$ cat src/design/spi_port_regs.svh
`ifndef SPI_PORT_REGS_SVH
`define SPI_PORT_REGS_SVH

// ----------------------------------------------------------------------
// register byte offsets, word aligned
// ----------------------------------------------------------------------
`define REG_CTRL      6'h00
`define REG_BAUD      6'h04
`define REG_CLK_SEL   6'h08
`define REG_TCOUNT    6'h0C
`define REG_TWIDTH    6'h10
`define REG_FLAGS     6'h14
`define REG_ENABLES   6'h18
`define REG_STATUS    6'h1C
`define REG_TX_PORT   6'h20
`define REG_RX_PORT   6'h24

// ----------------------------------------------------------------------
// field positions
// ----------------------------------------------------------------------
`define CTRL_CLEAR_BIT 8
`define EVT_TCZ        0
`define EVT_RD_ERR     1
`define EVT_WR_ERR     2
`define EVT_RX_OVF     3
`define ENA_TX_EVT     4
`define ENA_RX_EVT     5

// ----------------------------------------------------------------------
// reset values and sizes
// ----------------------------------------------------------------------
`define CTRL_RESET     8'h00
`define BAUD_RESET     8'h00
`define CLK_SEL_RESET  2'h0
`define TWIDTH_RESET   3'h0
`define FLAGS_RESET    4'h0
`define ENABLES_RESET  6'h00
`define FULL_WIDTH     4'h8
`define FIFO_AW        1
`define FIFO_DEPTH     2

`endif

$ cat src/design/spi_port_pkg.sv
package spi_port_pkg;

  // control register layout, bit 0 is the module enable
  typedef struct packed {
    logic clock_phase;
    logic clock_polarity;
    logic count_mode_select;
    logic receive_request_enable;
    logic transmit_request_enable;
    logic lsb_first_select;
    logic host_mode;
    logic enable;
  } ctrl_t;

  // serial pins seen from outside the clock domain
  typedef struct packed {
    logic sck;
    logic sdi;
    logic select_n;
  } pins_in_t;

  // serial pins driven by the port
  typedef struct packed {
    logic sck;
    logic sck_oe;
    logic sdo;
    logic sdo_oe;
    logic select_n;
  } pins_out_t;

  // host sequencer states
  typedef enum logic {st_idle, st_run} host_state_t;

endpackage

$ cat src/design/spi_host_client_port.sv
// Behaviour
// - empty transmit fifo resends previous received word
// - serial output also routed to internal path
// - one bit per clock, msb or lsb first
// - separate transmit and receive fifos
// - launch on one edge, sample opposite
// - host drives clock, shared phase and polarity
// - send leading bit, shift in at lsb, or at msb when lsb first
// - completed word written to receive fifo
// - reload next word and continue
// - dummy transmit and receive discard controls
// - segments of one to eight bits
// - host stops clock and deselects when done
// - unselected client ignores lines, drives nothing
// - one select line per client
// - host bit clock from selectable baud generator
// - byte mode counts bytes of given width
// - bit mode joins count and width
// - receive only starts on count write
// - transmit starts on fifo write, counter decrements
// - summary flag from enabled module events
// - separate transmit and receive event flags
// - status shows state and fifo fill
// - disable aborts, blocks flags, empties fifos
// - empty receive read gives zero, error flag
// - full transmit write dropped, error flag
// - busy high during transfer
`timescale 1ns/100ps
`include "spi_port_regs.svh"

module spi_host_client_port (
  input  wire logic                    clock,
  input  wire logic                    reset,
  input  wire logic [5:0]              address,
  input  wire logic                    read,
  input  wire logic                    write,
  input  wire logic [31:0]             writedata,
  output logic [31:0]                  readdata,
  output logic                         waitrequest,
  input  wire spi_port_pkg::pins_in_t  pins_in,
  output spi_port_pkg::pins_out_t      pins_out,
  output logic                         serial_out_internal,
  output logic                         summary_event_flag,
  output logic                         transmit_event_flag,
  output logic                         receive_event_flag
);
  import spi_port_pkg::*;

  localparam int AW = `FIFO_AW;
  localparam int CW = AW + 1;

  // ----------------------------------------------------------------------
  // helper functions
  // ----------------------------------------------------------------------
  // next occupancy of a fifo
  function automatic logic [CW-1:0] next_count(input logic [CW-1:0] c,
                                               input logic push,
                                               input logic pop);
    next_count = c + CW'(push) - CW'(pop);
  endfunction

  // bit that goes on the line next
  function automatic logic out_bit(input logic [7:0] v, input logic lsb);
    out_bit = lsb ? v[0] : v[7];
  endfunction

  // shift the outgoing register by one place
  function automatic logic [7:0] shift_out(input logic [7:0] v,
                                           input logic lsb);
    shift_out = lsb ? {1'b0, v[7:1]} : {v[6:0], 1'b0};
  endfunction

  // mask of the low w bits
  function automatic logic [7:0] low_mask(input logic [3:0] w);
    low_mask = 8'((9'h001 << w) - 9'h001);
  endfunction

  // ----------------------------------------------------------------------
  // registers and state
  // ----------------------------------------------------------------------
  ctrl_t              ctrl;        // control word
  logic [7:0]         baud;        // baud_divider
  logic [1:0]         clk_sel;     // bit_clock_source_select
  logic [18:0]        left;        // live transfer_count with width bits
  logic [2:0]         tw;          // transfer_width
  logic [3:0]         flags;       // module_event_flags
  logic [5:0]         enables;     // module_event_enables
  logic               rd_err;      // fifo was empty when read was prepared
  logic               go_rx;       // receive only start request
  logic [7:0]         tx_mem [`FIFO_DEPTH];
  logic [7:0]         rx_mem [`FIFO_DEPTH];
  logic [AW-1:0]      tx_wp, tx_rp, rx_wp, rx_rp;
  logic [CW-1:0]      tx_cnt, rx_cnt;
  pins_in_t           s1, s2;      // input synchroniser stages
  logic               sck_prev;    // previous synced clock active level
  logic               sel_prev;    // previous synced select
  host_state_t        st;          // host sequencer
  logic               half;        // clock in active half
  logic               sck_q, sck_oe_q, sdo_q, sdo_oe_q, sel_n_q;
  logic [2:0]         pre;         // source prescaler
  logic [7:0]         div;         // baud divider counter
  logic [7:0]         txs, rxs, last_rx;
  logic [3:0]         nbits;       // bits sampled in this word
  logic [3:0]         w;           // width of this word
  logic               skip;        // suppress one launch after reload
  logic               counted;     // transfer is under counter control

  // ----------------------------------------------------------------------
  // decode and selection
  // ----------------------------------------------------------------------
  wire        en        = ctrl.enable;
  wire        host      = ctrl.host_mode;
  wire        lsb_first = ctrl.lsb_first_select;
  wire        tx_req    = ctrl.transmit_request_enable;
  wire        rx_req    = ctrl.receive_request_enable;
  wire        byte_mode = ctrl.count_mode_select;
  wire        cpha      = ctrl.clock_phase;
  wire        cpol      = ctrl.clock_polarity;
  wire        req       = read | write;
  wire        prep      = req & waitrequest;
  wire        take      = req & ~waitrequest;
  wire [31:0] wd        = writedata;
  wire        wr_ctrl   = take & write & (address == `REG_CTRL);
  wire        wr_baud   = take & write & (address == `REG_BAUD);
  wire        wr_csel   = take & write & (address == `REG_CLK_SEL);
  wire        wr_tcnt   = take & write & (address == `REG_TCOUNT);
  wire        wr_twid   = take & write & (address == `REG_TWIDTH);
  wire        wr_flag   = take & write & (address == `REG_FLAGS);
  wire        wr_enab   = take & write & (address == `REG_ENABLES);
  wire        wr_txp    = take & write & (address == `REG_TX_PORT);
  wire        rd_rxp    = take & read & (address == `REG_RX_PORT);
  wire        clr       = wr_ctrl & wd[`CTRL_CLEAR_BIT];
  wire        flush     = ~en | clr;
  wire        tx_empty  = tx_cnt == '0;
  wire        tx_full   = tx_cnt == CW'(`FIFO_DEPTH);
  wire        rx_empty  = rx_cnt == '0;
  wire        rx_full   = rx_cnt == CW'(`FIFO_DEPTH);
  wire        run       = st == st_run;
  wire        sel_act   = ~s2.select_n;
  wire        busy      = host ? run : (en & sel_act);
  wire [7:0]  rx_head   = rx_empty ? 8'h00 : rx_mem[rx_rp];
  wire [15:0] tcnt_view = byte_mode ? left[15:0] : left[18:3];
  wire [7:0]  status    = {receive_event_flag, transmit_event_flag,
                           summary_event_flag, busy, rx_full, rx_empty,
                           tx_full, tx_empty};

  // read data selection, unmapped offsets read zero
  wire [31:0] rd_mux =
    (address == `REG_CTRL)    ? 32'(ctrl)      :
    (address == `REG_BAUD)    ? 32'(baud)      :
    (address == `REG_CLK_SEL) ? 32'(clk_sel)   :
    (address == `REG_TCOUNT)  ? 32'(tcnt_view) :
    (address == `REG_TWIDTH)  ? 32'(tw)        :
    (address == `REG_FLAGS)   ? 32'(flags)     :
    (address == `REG_ENABLES) ? 32'(enables)   :
    (address == `REG_STATUS)  ? 32'(status)    :
    (address == `REG_RX_PORT) ? 32'(rx_head)   : 32'h0000_0000;

  // ----------------------------------------------------------------------
  // baud generator and edge events
  // ----------------------------------------------------------------------
  wire [2:0] pmask = (clk_sel == 2'h0) ? 3'h0 :
                     (clk_sel == 2'h1) ? 3'h1 :
                     (clk_sel == 2'h2) ? 3'h3 : 3'h7;
  wire src_tick   = (pre & pmask) == pmask;
  wire half_tick  = host & run & src_tick & (div == baud);
  wire host_lead  = en & half_tick & ~half;
  wire host_trail = en & half_tick & half;
  wire sck_act    = s2.sck ^ cpol;
  wire cl_on      = ~host & en & sel_act;
  wire cl_lead    = cl_on & sck_act & ~sck_prev;
  wire cl_trail   = cl_on & ~sck_act & sck_prev;
  wire lead       = host_lead | cl_lead;
  wire trail      = host_trail | cl_trail;
  wire sample     = cpha ? trail : lead;
  wire launch     = cpha ? lead : trail;
  wire sel_rise   = cl_on & ~sel_prev;

  // ----------------------------------------------------------------------
  // word sequencing
  // ----------------------------------------------------------------------
  wire [3:0] nb_after = nbits + 4'(sample);
  wire word_end = nb_after == w;
  wire done     = host ? (trail & word_end)
                       : (cl_on & sample & word_end);
  wire more     = counted ? (left != '0) : (tx_req & ~tx_empty);
  wire host_go  = host & en & ~run &
                  ((tx_req & ~tx_empty) | go_rx);
  wire h_load   = host_go | (host & done & more);
  wire c_load   = sel_rise | (cl_on & done);
  wire load     = h_load | c_load;
  wire cnt_now  = (host_go | sel_rise) ? (left != '0) : counted;
  wire [3:0] tw8 = (tw == 3'h0) ? `FULL_WIDTH : {1'b0, tw};
  wire [3:0] seg = (cnt_now & ~byte_mode) ?
                   ((|left[18:3]) ? `FULL_WIDTH : {1'b0, left[2:0]}) :
                   tw8;
  wire tx_pop    = load & tx_req & ~tx_empty;
  wire [7:0] next_rxs = lsb_first ? {s2.sdi, rxs[7:1]}
                                  : {rxs[6:0], s2.sdi};
  // a word may end on an edge that does not sample (phase 0 host)
  wire [7:0] rx_src   = sample ? next_rxs : rxs;
  wire [7:0] rx_word  = lsb_first ? (rx_src >> (`FULL_WIDTH - w))
                                  : (rx_src & low_mask(w));
  wire [7:0] tx_word = (tx_req & ~tx_empty) ? tx_mem[tx_rp] :
                       ~tx_req ? 8'h00 :
                       done ? rx_word : last_rx;
  wire [7:0] ld_val  = lsb_first ? tx_word
                                 : 8'(tx_word << (`FULL_WIDTH - seg));
  wire rx_push  = done & rx_req & ~rx_full;
  wire tx_push  = wr_txp & ~tx_full;
  wire rx_pop   = rd_rxp & ~rd_err;
  wire [3:0] set_f;
  assign set_f[`EVT_TCZ]    = done & counted & (left == '0);
  assign set_f[`EVT_RD_ERR] = rd_rxp & rd_err;
  assign set_f[`EVT_WR_ERR] = wr_txp & tx_full;
  assign set_f[`EVT_RX_OVF] = done & rx_req & rx_full;

  // ----------------------------------------------------------------------
  // output pins
  // ----------------------------------------------------------------------
  assign pins_out = '{sck: sck_q, sck_oe: sck_oe_q, sdo: sdo_q,
                      sdo_oe: sdo_oe_q, select_n: sel_n_q};
  assign serial_out_internal = sdo_q;

  // ----------------------------------------------------------------------
  // bus slave: one wait cycle, answer on the second
  // ----------------------------------------------------------------------
  always_ff @(posedge clock or posedge reset) begin
    if (reset) begin
      waitrequest <= 1'b1;
      readdata    <= 32'h0000_0000;
      rd_err      <= 1'b0;
    end else begin
      waitrequest <= ~prep;
      if (prep & read) begin
        readdata <= rd_mux;
        rd_err   <= rx_empty;
      end
    end
  end

  // control and configuration; control bits other than enable, baud and clock select lock while enabled, width locks while busy, event enables never lock
  always_ff @(posedge clock or posedge reset) begin
    if (reset) begin
      ctrl    <= ctrl_t'(`CTRL_RESET);
      baud    <= `BAUD_RESET;
      clk_sel <= `CLK_SEL_RESET;
      tw      <= `TWIDTH_RESET;
      enables <= `ENABLES_RESET;
    end else begin
      if (wr_ctrl & en)
        ctrl.enable <= wd[0];
      else if (wr_ctrl)
        ctrl <= ctrl_t'(wd[7:0]);
      if (wr_baud & ~en)
        baud <= wd[7:0];
      if (wr_csel & ~en)
        clk_sel <= wd[1:0];
      if (wr_twid & ~busy)
        tw <= wd[2:0];
      if (wr_enab)
        enables <= wd[5:0];
    end
  end

  // event flags: write one to clear, a new event wins over its clear
  always_ff @(posedge clock or posedge reset) begin
    if (reset)
      flags <= `FLAGS_RESET;
    else
      flags <= (flags & ~({4{wr_flag}} & wd[3:0]))
               | (set_f & {4{en}});
  end

  // summary and fifo event outputs
  always_ff @(posedge clock or posedge reset) begin
    if (reset) begin
      summary_event_flag  <= 1'b0;
      transmit_event_flag <= 1'b0;
      receive_event_flag  <= 1'b0;
    end else begin
      summary_event_flag  <= |(flags & enables[3:0]);
      transmit_event_flag <= enables[`ENA_TX_EVT] & ~tx_full;
      receive_event_flag  <= enables[`ENA_RX_EVT] & ~rx_empty;
    end
  end

  // ----------------------------------------------------------------------
  // fifos
  // ----------------------------------------------------------------------
  // data storage, written on push only
  always_ff @(posedge clock) begin
    if (tx_push)
      tx_mem[tx_wp] <= wd[7:0];
    if (rx_push)
      rx_mem[rx_wp] <= rx_word;
  end

  // transmit pointers and occupancy
  always_ff @(posedge clock or posedge reset) begin
    if (reset) begin
      tx_wp  <= '0;
      tx_rp  <= '0;
      tx_cnt <= '0;
    end else if (flush) begin
      tx_wp  <= '0;
      tx_rp  <= '0;
      tx_cnt <= '0;
    end else begin
      tx_wp  <= tx_wp + AW'(tx_push);
      tx_rp  <= tx_rp + AW'(tx_pop);
      tx_cnt <= next_count(tx_cnt, tx_push, tx_pop);
    end
  end

  // receive pointers and occupancy
  always_ff @(posedge clock or posedge reset) begin
    if (reset) begin
      rx_wp  <= '0;
      rx_rp  <= '0;
      rx_cnt <= '0;
    end else if (flush) begin
      rx_wp  <= '0;
      rx_rp  <= '0;
      rx_cnt <= '0;
    end else begin
      rx_wp  <= rx_wp + AW'(rx_push);
      rx_rp  <= rx_rp + AW'(rx_pop);
      rx_cnt <= next_count(rx_cnt, rx_push, rx_pop);
    end
  end

  // ----------------------------------------------------------------------
  // pin synchroniser
  // ----------------------------------------------------------------------
  // two stages before any logic looks at the pins
  always_ff @(posedge clock or posedge reset) begin
    if (reset) begin
      s1       <= 3'b001;
      s2       <= 3'b001;
      sck_prev <= 1'b0;
      sel_prev <= 1'b0;
    end else begin
      s1       <= pins_in;
      s2       <= s1;
      sck_prev <= sck_act;
      sel_prev <= cl_on;
    end
  end

  // ----------------------------------------------------------------------
  // host clock generation
  // ----------------------------------------------------------------------
  // prescaler runs free, divider restarts each transfer
  always_ff @(posedge clock or posedge reset) begin
    if (reset) begin
      pre <= 3'h0;
      div <= 8'h00;
    end else begin
      pre <= pre + 3'h1;
      if (~run)
        div <= 8'h00;
      else if (src_tick)
        div <= (div == baud) ? 8'h00 : div + 8'h01;
    end
  end

  // sequencer, clock level and select output
  always_ff @(posedge clock or posedge reset) begin
    if (reset) begin
      st       <= st_idle;
      half     <= 1'b0;
      sck_q    <= 1'b0;
      sck_oe_q <= 1'b0;
      sel_n_q  <= 1'b1;
      sdo_oe_q <= 1'b0;
    end else if (~en) begin
      st       <= st_idle;
      half     <= 1'b0;
      sck_q    <= cpol;
      sck_oe_q <= 1'b0;
      sel_n_q  <= 1'b1;
      sdo_oe_q <= 1'b0;
    end else begin
      if (host_go)
        st <= st_run;
      else if (host & done & ~more)
        st <= st_idle;
      if (host_lead) begin
        half  <= 1'b1;
        sck_q <= ~cpol;
      end else if (host_trail) begin
        half  <= 1'b0;
        sck_q <= cpol;
      end else if (~run) begin
        half  <= 1'b0;
        sck_q <= cpol;
      end
      sck_oe_q <= host;
      sel_n_q  <= ~host | (~run & ~host_go)
                  | (done & ~more);
      sdo_oe_q <= tx_req & (host | sel_act);
    end
  end

  // ----------------------------------------------------------------------
  // shift engine
  // ----------------------------------------------------------------------
  // outgoing word, bit count and line bit
  always_ff @(posedge clock or posedge reset) begin
    if (reset) begin
      txs   <= 8'h00;
      nbits <= 4'h0;
      w     <= `FULL_WIDTH;
      sdo_q <= 1'b0;
      skip  <= 1'b0;
    end else if (~en | (~host & ~sel_act)) begin
      nbits <= 4'h0;
      skip  <= 1'b0;
    end else if (load) begin
      w     <= seg;
      nbits <= 4'h0;
      skip  <= ~host & ~cpha & done;
      if (~cpha) begin
        sdo_q <= out_bit(ld_val, lsb_first);
        txs   <= shift_out(ld_val, lsb_first);
      end else begin
        txs <= ld_val;
      end
    end else begin
      if (sample)
        nbits <= nb_after;
      if (launch)
        skip <= 1'b0;
      if (launch & ~skip) begin
        sdo_q <= out_bit(txs, lsb_first);
        txs   <= shift_out(txs, lsb_first);
      end
    end
  end

  // incoming shift register and last received word
  always_ff @(posedge clock or posedge reset) begin
    if (reset) begin
      rxs     <= 8'h00;
      last_rx <= 8'h00;
    end else begin
      if (sample)
        rxs <= next_rxs;
      if (done)
        last_rx <= rx_word;
    end
  end

  // transfer counter: loaded by software, counted down per word
  always_ff @(posedge clock or posedge reset) begin
    if (reset) begin
      left    <= 19'h0_0000;
      counted <= 1'b0;
      go_rx   <= 1'b0;
    end else begin
      go_rx <= host & wr_tcnt & ~busy & ~tx_req & rx_req
               & (|wd[15:0]);
      if (host_go | sel_rise)
        counted <= left != '0;
      if (wr_tcnt & ~busy)
        left <= byte_mode ? 19'(wd[15:0])
                          : {wd[15:0], left[2:0]};
      else if (wr_twid & ~busy & ~byte_mode)
        left[2:0] <= wd[2:0];
      else if (load & cnt_now)
        left <= byte_mode ? left - 19'h0_0001
                          : left - 19'(seg);
    end
  end

endmodule

$ cat config.mk
export PLATFORM = sky130hd
export DESIGN_NAME = spi_host_client_port
export DESIGN_NICKNAME = d
export VERILOG_FILES = /design/src/design/spi_port_pkg.sv /design/src/design/spi_host_client_port.sv
export VERILOG_INCLUDE_DIRS = /design/src /design/src/design
export SDC_FILE = /design/constraint.sdc
export NUM_CORES = 1
export LEC_CHECK = 0
export BUFFER_PORTS_ARGS = -buffer_cell sky130_fd_sc_hd__buf_2
export CORE_MARGIN = 5
export CORE_UTILIZATION = 40
export CTS_BUF_LIST = sky130_fd_sc_hd__clkbuf_4
export CTS_CLUSTER_DIAMETER = 30
export DETAILED_ROUTE_END_ITERATION = 8
export PLACE_DENSITY = 0.57
export SLEW_MARGIN = 20
export SYNTH_ARGS = -nofsm -noshare
export SYNTH_HDL_FRONTEND = slang
export SYNTH_SLANG_ARGS = --single-unit
$ cat constraint.sdc
create_clock -name clock -period 11.8 [get_ports clock]
set_clock_uncertainty 0.15 [all_clocks]
set_input_delay 1.77 -clock clock [delete_from_list [all_inputs] [get_ports clock]]
set_output_delay 1.77 -clock clock [all_outputs]
set_load 0.1 [all_outputs]
* Word-level counts from Yosys, hierarchy flattened
Memory sizes are Yosys's and may differ from the RTL's.
Index checks and enable logic that the tools add are counted.
** Storage, ports and cells
- Register bits after elaboration :: 156
- RAM bits :: 32
- Bits of input ports :: 45
- Output and inout port bits :: 42
- Logic and storage cells :: 318
- Memories :: 2
** Memory list
- rx_mem :: depth 2, width 8, rd ports 1, clocked after Yosys merged registers in 0, write ports 1, line spi_host_client_port.sv:91 : logic [7:0] rx_mem [`FIFO_DEPTH];
- tx_mem :: depth 2, width 8, rd ports 1, clocked after Yosys merged registers in 0, write ports 1, line spi_host_client_port.sv:90 : logic [7:0] tx_mem [`FIFO_DEPTH];
** Operators by class
- Add/sub/neg operators :: 16
- Equal/unequal tests :: 22
- Shift operators :: 3
- Muxes and demuxes :: 81
- Bitwise logic cells :: 120
- Reductions and logical operators :: 22
** Operator list (count)
- two-way mux 8 bit :: 21
- two-way mux 16 bit :: 6
- two-way mux 19 bit :: 4
- bitwise AND 1 bit :: 73
- two-way mux 1 bit :: 38
- OR reduction 16 bit :: 2
- NOT 1 bit :: 25
- equality test 6 x 5 -> 1 bit, second input constant :: 4
- two-way mux 4 bit :: 6
- zero test 19 bit :: 1
- nonzero test 19 bit :: 1
- subtractor 19 x 1 -> 19 bit, second input constant :: 1
- subtractor 19 x 4 -> 19 bit :: 1
- bitwise AND 4 bit :: 4
- OR 1 bit :: 13
- equality test 6 x 4 -> 1 bit, second input constant :: 2
- equality test 6 bit, second input constant :: 2
- two-way mux 3 bit :: 4
- AND reduction 2 bit :: 5
- nonzero test 3 bit :: 3
- adder 8 x 1 -> 8 bit, second input constant :: 1
- bitwise AND 8 bit :: 1
- equality test 8 bit :: 1
- << shifter 1 x 4 -> 8 bit, first input constant :: 1
- 29 further kinds :: 44

* Depth between registers and ports, before layout
- Depth after elaboration :: 24
- Mapped depth :: 24

* Least setup slack after synthesis
No wires, ideal clock.
- Path kind :: register to register
- Start :: register ctrl, in the netlist host
- End :: register tx_cnt[1]
- Setup time :: 0.123 ns
- Arrival time :: 4.455 ns
- Setup slack :: 7.072 ns
- Stages on the path, launching flop included :: 24
- Path buffers :: 4
- Period minus slack after synthesis :: 4.728 ns
- Path through :: dfrtp_1 or3b_4 o31a_4 nor2_4 a21oi_4 inv_2 buf_4 clkbuf_1 ha_1 ha_1 xnor2_1 xnor2_1 nand4_1 inv_1 a31o_2 clkbuf_1 buf_1 and2_1 ha_1 inv_1 ha_1 xor2_1 xnor2_1 nor2_1
** Between the ends
- Cells in the longest elaborated chain, start to end :: 19
** Ends and longest elaborated chain
- start: declaration :: line spi_host_client_port.sv:81 : ctrl_t ctrl;
- start signal: assignment :: line spi_host_client_port.sv:245 : ctrl <= ctrl_t'(`CTRL_RESET);
- start signal: assignment :: line spi_host_client_port.sv:254 : ctrl <= ctrl_t'(wd[7:0]);
- bitwise AND 1 bit / NOT 1 bit (equally long branches) :: line spi_host_client_port.sv:166, spi_host_client_port.sv:170
- bitwise AND 1 bit (on tied branches) (2 in series) :: line spi_host_client_port.sv:166, spi_host_client_port.sv:170
- bitwise AND 1 bit (on tied branches) (2 in series)
- OR 1 bit (on tied branches) :: line spi_host_client_port.sv:173, spi_host_client_port.sv:174
- two-way mux 1 bit :: line spi_host_client_port.sv:175 : wire sample = cpha ? trail : lead;
- adder 4 x 1 -> 4 bit :: line spi_host_client_port.sv:182 : wire [3:0] nb_after = nbits + 4'(sample);
- equality test 4 bit :: line spi_host_client_port.sv:183 : wire word_end = nb_after == w;
- bitwise AND 1 bit (on tied branches) :: line spi_host_client_port.sv:185, spi_host_client_port.sv:184
- two-way mux 1 bit :: line spi_host_client_port.sv:184 : wire done = host ? (trail & word_end)
- bitwise AND 1 bit (2 in series) :: line spi_host_client_port.sv:189 : wire h_load = host_go | (host & done & more);
- OR 1 bit :: line spi_host_client_port.sv:189
- OR 1 bit * :: line spi_host_client_port.sv:191 : wire load = h_load | c_load;
- bitwise AND 1 bit * (2 in series) :: line spi_host_client_port.sv:197 : wire tx_pop = load & tx_req & ~tx_empty;
- subtractor 2 x 1 -> 2 bit * :: line spi_host_client_port.sv:59 : next_count = c + CW'(push) - CW'(pop);
- two-way mux 2 bit * :: line spi_host_client_port.sv:305 : end else if (flush) begin
- end signal: assignment :: line spi_host_client_port.sv:312 : tx_cnt <= next_count(tx_cnt, tx_push, tx_pop);
- end: declaration :: line spi_host_client_port.sv:93 : logic [CW-1:0] tx_cnt, rx_cnt;
Mark *: on every way between the ends. The rest lies on a longest branch, timed or not.
A chain may end at the register's enable or synchronous reset.

* Final worst setup path
- Start :: register ctrl, in the netlist en
- End :: register left[9]
** Between the ends
- Cells in the longest elaborated chain, start to end :: 17
** Ends and longest elaborated chain
- bitwise AND 1 bit (2 in series) :: line spi_host_client_port.sv:170 : wire cl_on = ~host & en & sel_act;
- bitwise AND 1 bit (on tied branches) (2 in series) :: line spi_host_client_port.sv:171, spi_host_client_port.sv:172
- OR 1 bit (on tied branches) :: line spi_host_client_port.sv:173, spi_host_client_port.sv:174
- two-way mux 1 bit :: line spi_host_client_port.sv:175
- adder 4 x 1 -> 4 bit :: line spi_host_client_port.sv:182
- equality test 4 bit :: line spi_host_client_port.sv:183
- bitwise AND 1 bit (on tied branches) :: line spi_host_client_port.sv:185, spi_host_client_port.sv:184
- two-way mux 1 bit :: line spi_host_client_port.sv:184
- bitwise AND 1 bit (2 in series) :: line spi_host_client_port.sv:189
- OR 1 bit :: line spi_host_client_port.sv:189
- OR 1 bit :: line spi_host_client_port.sv:191
- bitwise AND 1 bit :: line spi_host_client_port.sv:471 : else if (load & cnt_now)
- nonzero test 2 bit (no source line)
- AND reduction 2 bit (no source line)
- end signal: assignment :: line spi_host_client_port.sv:467 : left <= byte_mode ? 19'(wd[15:0])
- end signal: assignment :: line spi_host_client_port.sv:472 : left <= byte_mode ? left - 19'h0_0001
- end: declaration :: line spi_host_client_port.sv:84 : logic [18:0] left;
Parallel ways exist; a longest one is shown, timed or not. The select of a mux whose other input is x is not followed.

==> impl_summary.md <==
Route
The vias per cell is 5.89. Once detail routing completed, the nets flagged for antenna violations numbered 0. After detailed routing, the average wire length per cell comes to 20.7 microns. The number of optimization iterations in the first detailed-route pass is 8. Summed over all layers, the routed wires come to 32,900 microns. The routed layout has 9,359 vias.

For this block, the initial DRC count from the detailed router was 865. The number of remaining DRC errors is 0.

Worst setup path
STA classifies the critical path endpoint as a flop. The required time at the endpoint of the critical path is 12.12 ns. In this run the critical register-to-register path is captured at left[9]. Setup slack on the worst reg-to-reg path comes out at 5.48 ns. The startpoint type of the worst setup path is a flop. The endpoint arrival time on the critical path is 6.64 ns.

The worst reg2reg path startpoint is en. Measured in cells, the most critical reg-to-reg path has a length of 19. In this run the worst path has a maximum fanout of 30. The critical path in this run is classified as reg -> reg.

Timing
The total negative slack for setup checks is 0 ns. The max-slew violation count was 0. The clock period minus worst slack is 6.32 ns. The maximum clock rate is 158 MHz. The setup-violating endpoint count in the final report is 0. Setup repair after global routing left no endpoint under its margin. The number of hold violations in the final report is 0.

The transition time at the pin with the least slew margin is 1.07 ns. Dividing the final minimum period by the clock period gives 0.536. The headroom to the max-slew limit is 0.285.

Worst hold path
The hold path depth is 0. The endpoint of the worst hold-timing path is s2[0]. In this run the most critical hold path is launched from s1[0]. The worst min-delay path category is reg -> reg.

Clock tree
The clock edge transition at the registers on the reported setup and hold paths is 0.17 ns. The count of cells resized by post-cts repair is 0. Clock tree synthesis inserted a total of 17 buffers. The longest clock path from root to sink contains 2 buffers. In this run the post-CTS setup repair buffer count came out at 0. The clock tree from TritonCTS is yes.

The total of hold buffers inserted after clock tree synthesis is 0. The depth of the CTS H-tree is 4. The root buffer cell chosen for the clock tree is clkbuf_4. For the worst-skew pair, the clock arrives at the later sink with an insertion delay of 0.60 ns. Clock tree synthesis found a total of 172 sinks.

Logic synthesis
In this run, synthesis inferred 32 flip-flops with an integrated enable. Of the total synthesized cell area, the portion taken by AND, OR, NAND and NOR gates is 0.188. By area the synthesized netlist is led by dfrtp_1 (31%), edfxtp_1 (8.7%), mux2i_1 (4.3%). The share of async-settable or async-resettable flops after synthesis is 0.814.

The total number of yosys warnings is 0. Of the total synthesized cell area, the portion taken by XOR and XNOR cells is 0.0412. By area, the combinational part of the netlist is dominated by compound AO/OA/AOI/OAI gates. Measured against the total synthesized area, the mux share comes to 0.0879.

The most instantiated flip-flop cell in the synthesis netlist is dfrtp_1. Of the total synthesized cell area, the portion taken by full adders, half adders and majority gates is 0.0290. The mean instance size in the synthesized netlist is 9.30 sq um. The area fraction in compound gates after synthesis was 0.200. Yosys mapped the design onto 96 distinct sky130hd cell types. The share of synthesized area in the top cell type comes to 0.305. Of the synthesized area, sequential elements account for 0.404. The count of state elements after synthesis is 172.

The netlist area before placement is 11,100 sq um. In the synthesized netlist, the number of instances is 1,190. The biggest area contributor in the post-synthesis netlist is dfrtp_1.

Layout
The area growth from synthesis to layout is 6.75%. The count of filler cells inserted in the layout is 2,704. After the last flow step, the layout net total stands at 1,273. The post-layout utilization of the core is 0.436.

The proportion of layout cells with a drive suffix above 1 is 0.146.

Global routing
The sum of overflow across all layers after global routing is 0. The fraction of met1 tracks used by global routing is 0.304. The overall fraction of global-route tracks in use is 0.212. The met3 track demand over resource is 0.0349. The met2 track demand over resource is 0.334. The via count of the first global-routing pass is 9,094. The global routing's busiest layer is met2. The largest net degree at the start of global routing is 76. The initial antenna violation count is 1. The global-route wire length before repair is 52,100 microns.

Power
Summed over all cells, the static leakage comes to 4.92 nW. VDD sags by at most 0.0626 mV. The power density over the cells is 155 nW/um^2.

Die
The placeable core region is 27,100 sq um. The number of core rows is 60. In this run the vertical extent of the chip is 176 microns.

The die area is 31,100 sq um. The horizontal die dimension is 176 microns. The starting density of the core is 0.408. 87 I/O pins were placed.

Placed design
The routability-driven placement congestion ratio is 0.902. In this run the tool buffered the top-level ports with 54 buffer cells. Summed over all nets, the half-perimeter wirelength after detailed placement is 23,900 microns.

Run status
The flow ran to the end, and the final reports show no timing, DRC or antenna violations.

Flow run
The number of violations of the max-capacitance limit is 0.
## final cells by class
cell class	instances	area [sq um]	area share
clock inverter	15	171	0.0145
timing repair buffer	63	338	0.0286
tap	372	465	0.0394
sequential	172	4470	0.379
multi-input combinational	914	6100	0.516
antenna	1	2.50	0.000212
clock buffer	17	128	0.0108
inverter	35	136	0.0115
## where the power goes
part / internal (mW) / total, mW / switching [mW] / leakage, nW
clock: 0.100 / 0.362 / 0.262 / 0.158
combinational: 0.230 / 0.674 / 0.443 / 2.61
sequential: 0.674 / 0.791 / 0.118 / 2.15
## synthesized netlist by cell type (8+ instances only)
library cell,count
mux2_2,41
a31oi_1,10
a211oi_1,32
nor2_1,111
a22oi_1,11
and3_1,12
xnor2_1,21
o31ai_1,17
dfrtp_1,135
edfxtp_1,32
nand2_1,97
or2_2,10
and2_1,18
buf_2,8
xor2_1,26
nor3_1,29
clkbuf_1,48
nand3_1,35
nand2b_1,12
a2111oi_0,13
o21ai_0,54
nand4_1,9
buf_4,23
nor4_1,23
mux2i_1,48
a21boi_0,10
inv_1,31
a21o_1,10
ha_1,24
nor2b_1,21
a21oi_1,71
## worst max-delay path, stage by stage, from the launching register on
cell and delay, ns:
dfrtp_1 0.85, or3b_4 0.57, inv_1 0.36, a31oi_4 0.22, nor2_4 0.39, a21oi_4 0.18, inv_2 0.38, ha_1 0.26
ha_1 0.18, xnor2_1 0.15, xnor2_1 0.15, nand4_1 0.23, inv_1 0.25, a31o_2 0.19, buf_4 0.30, nor4b_2 0.44
nand3_1 0.37, nor4_1 0.33, xnor2_1 0.16, a21oi_1 0.08
## cells in the final DEF, fill, tap and decap left out, types with 11 or more instances in the layout
cell type,n
a22oi_1,11
buf_2,54
nor2_1,111
nand2_1,97
nand2b_1,12
ha_1,24
edfxtp_1,32
nor2b_1,21
nor4_1,23
xnor2_1,21
a211oi_1,32
nand3_1,35
mux2i_1,48
a2111oi_0,13
and3_1,12
a21oi_1,71
o31ai_1,17
o21ai_0,54
nor3_1,29
xor2_1,26
inv_1,30
and2_1,18
mux2_2,41
clkbuf_4,17
dfrtp_1,135
conb_1,16
## how the worst max path moves through the flow
stage	from	to	slack [ns]	cells after the start
final	en	left[9]	5.48	19
after global routing	en	txs[5]	5.06	19
after CTS	en	left[9]	5.55	19
after detailed placement	en	left[13]	5.57	19
after global placement	en	left[13]	5.56	19
after floorplan	reset	baud[0]	6.14	1
## per-stage QoR
| step | worst slack, ns | hold slack, ns | power [mW] | cell area, sq um | cells |
|---|---|---|---|---|---|
| detailed placement | 5.57 | 0.193 | 1.46 | 11500 | 1556 |
| global placement | 5.56 | 0.187 | 1.45 | 11500 | 1556 |
| finish | 5.48 | 0.217 | 1.83 | 11800 | 1589 |
| CTS | 5.55 | 0.220 | 1.83 | 11800 | 1588 |
| floorplan | 6.14 | 0.181 | 1.28 | 11100 | 1205 |
| global route | 5.06 | 0.226 | 1.94 | 11800 | 1589 |
## cells by family after synthesis
family,Yosys count
simple gates,415
flops,172
other cells,1
mux,91
fa+ha+maj,25
xor+xnor,49
compound gates,318
buf+inv,119
## flip-flops by register name (all words and copies together) (netlist names), 2 cells and up
signal    flops
txs           8
flags         4
tw            3
rx_cnt        2
div           8
baud          8
enables       6
last_rx       8
pre           3
nbits         4
readdata     16
w             4
left         19
rx_mem       16
s1            3
tx_mem       16
s2            3
tx_cnt        2
rxs           8
clk_sel       2
## routing by layer
layer / vias to the layer above / wire length [microns]
met4: 0 / 660
met5: - / 0
met3: 57 / 2060
met1: 4570 / 15300
li1: 4397 / -
met2: 335 / 14900
Power figures use the tool's default switching activity.
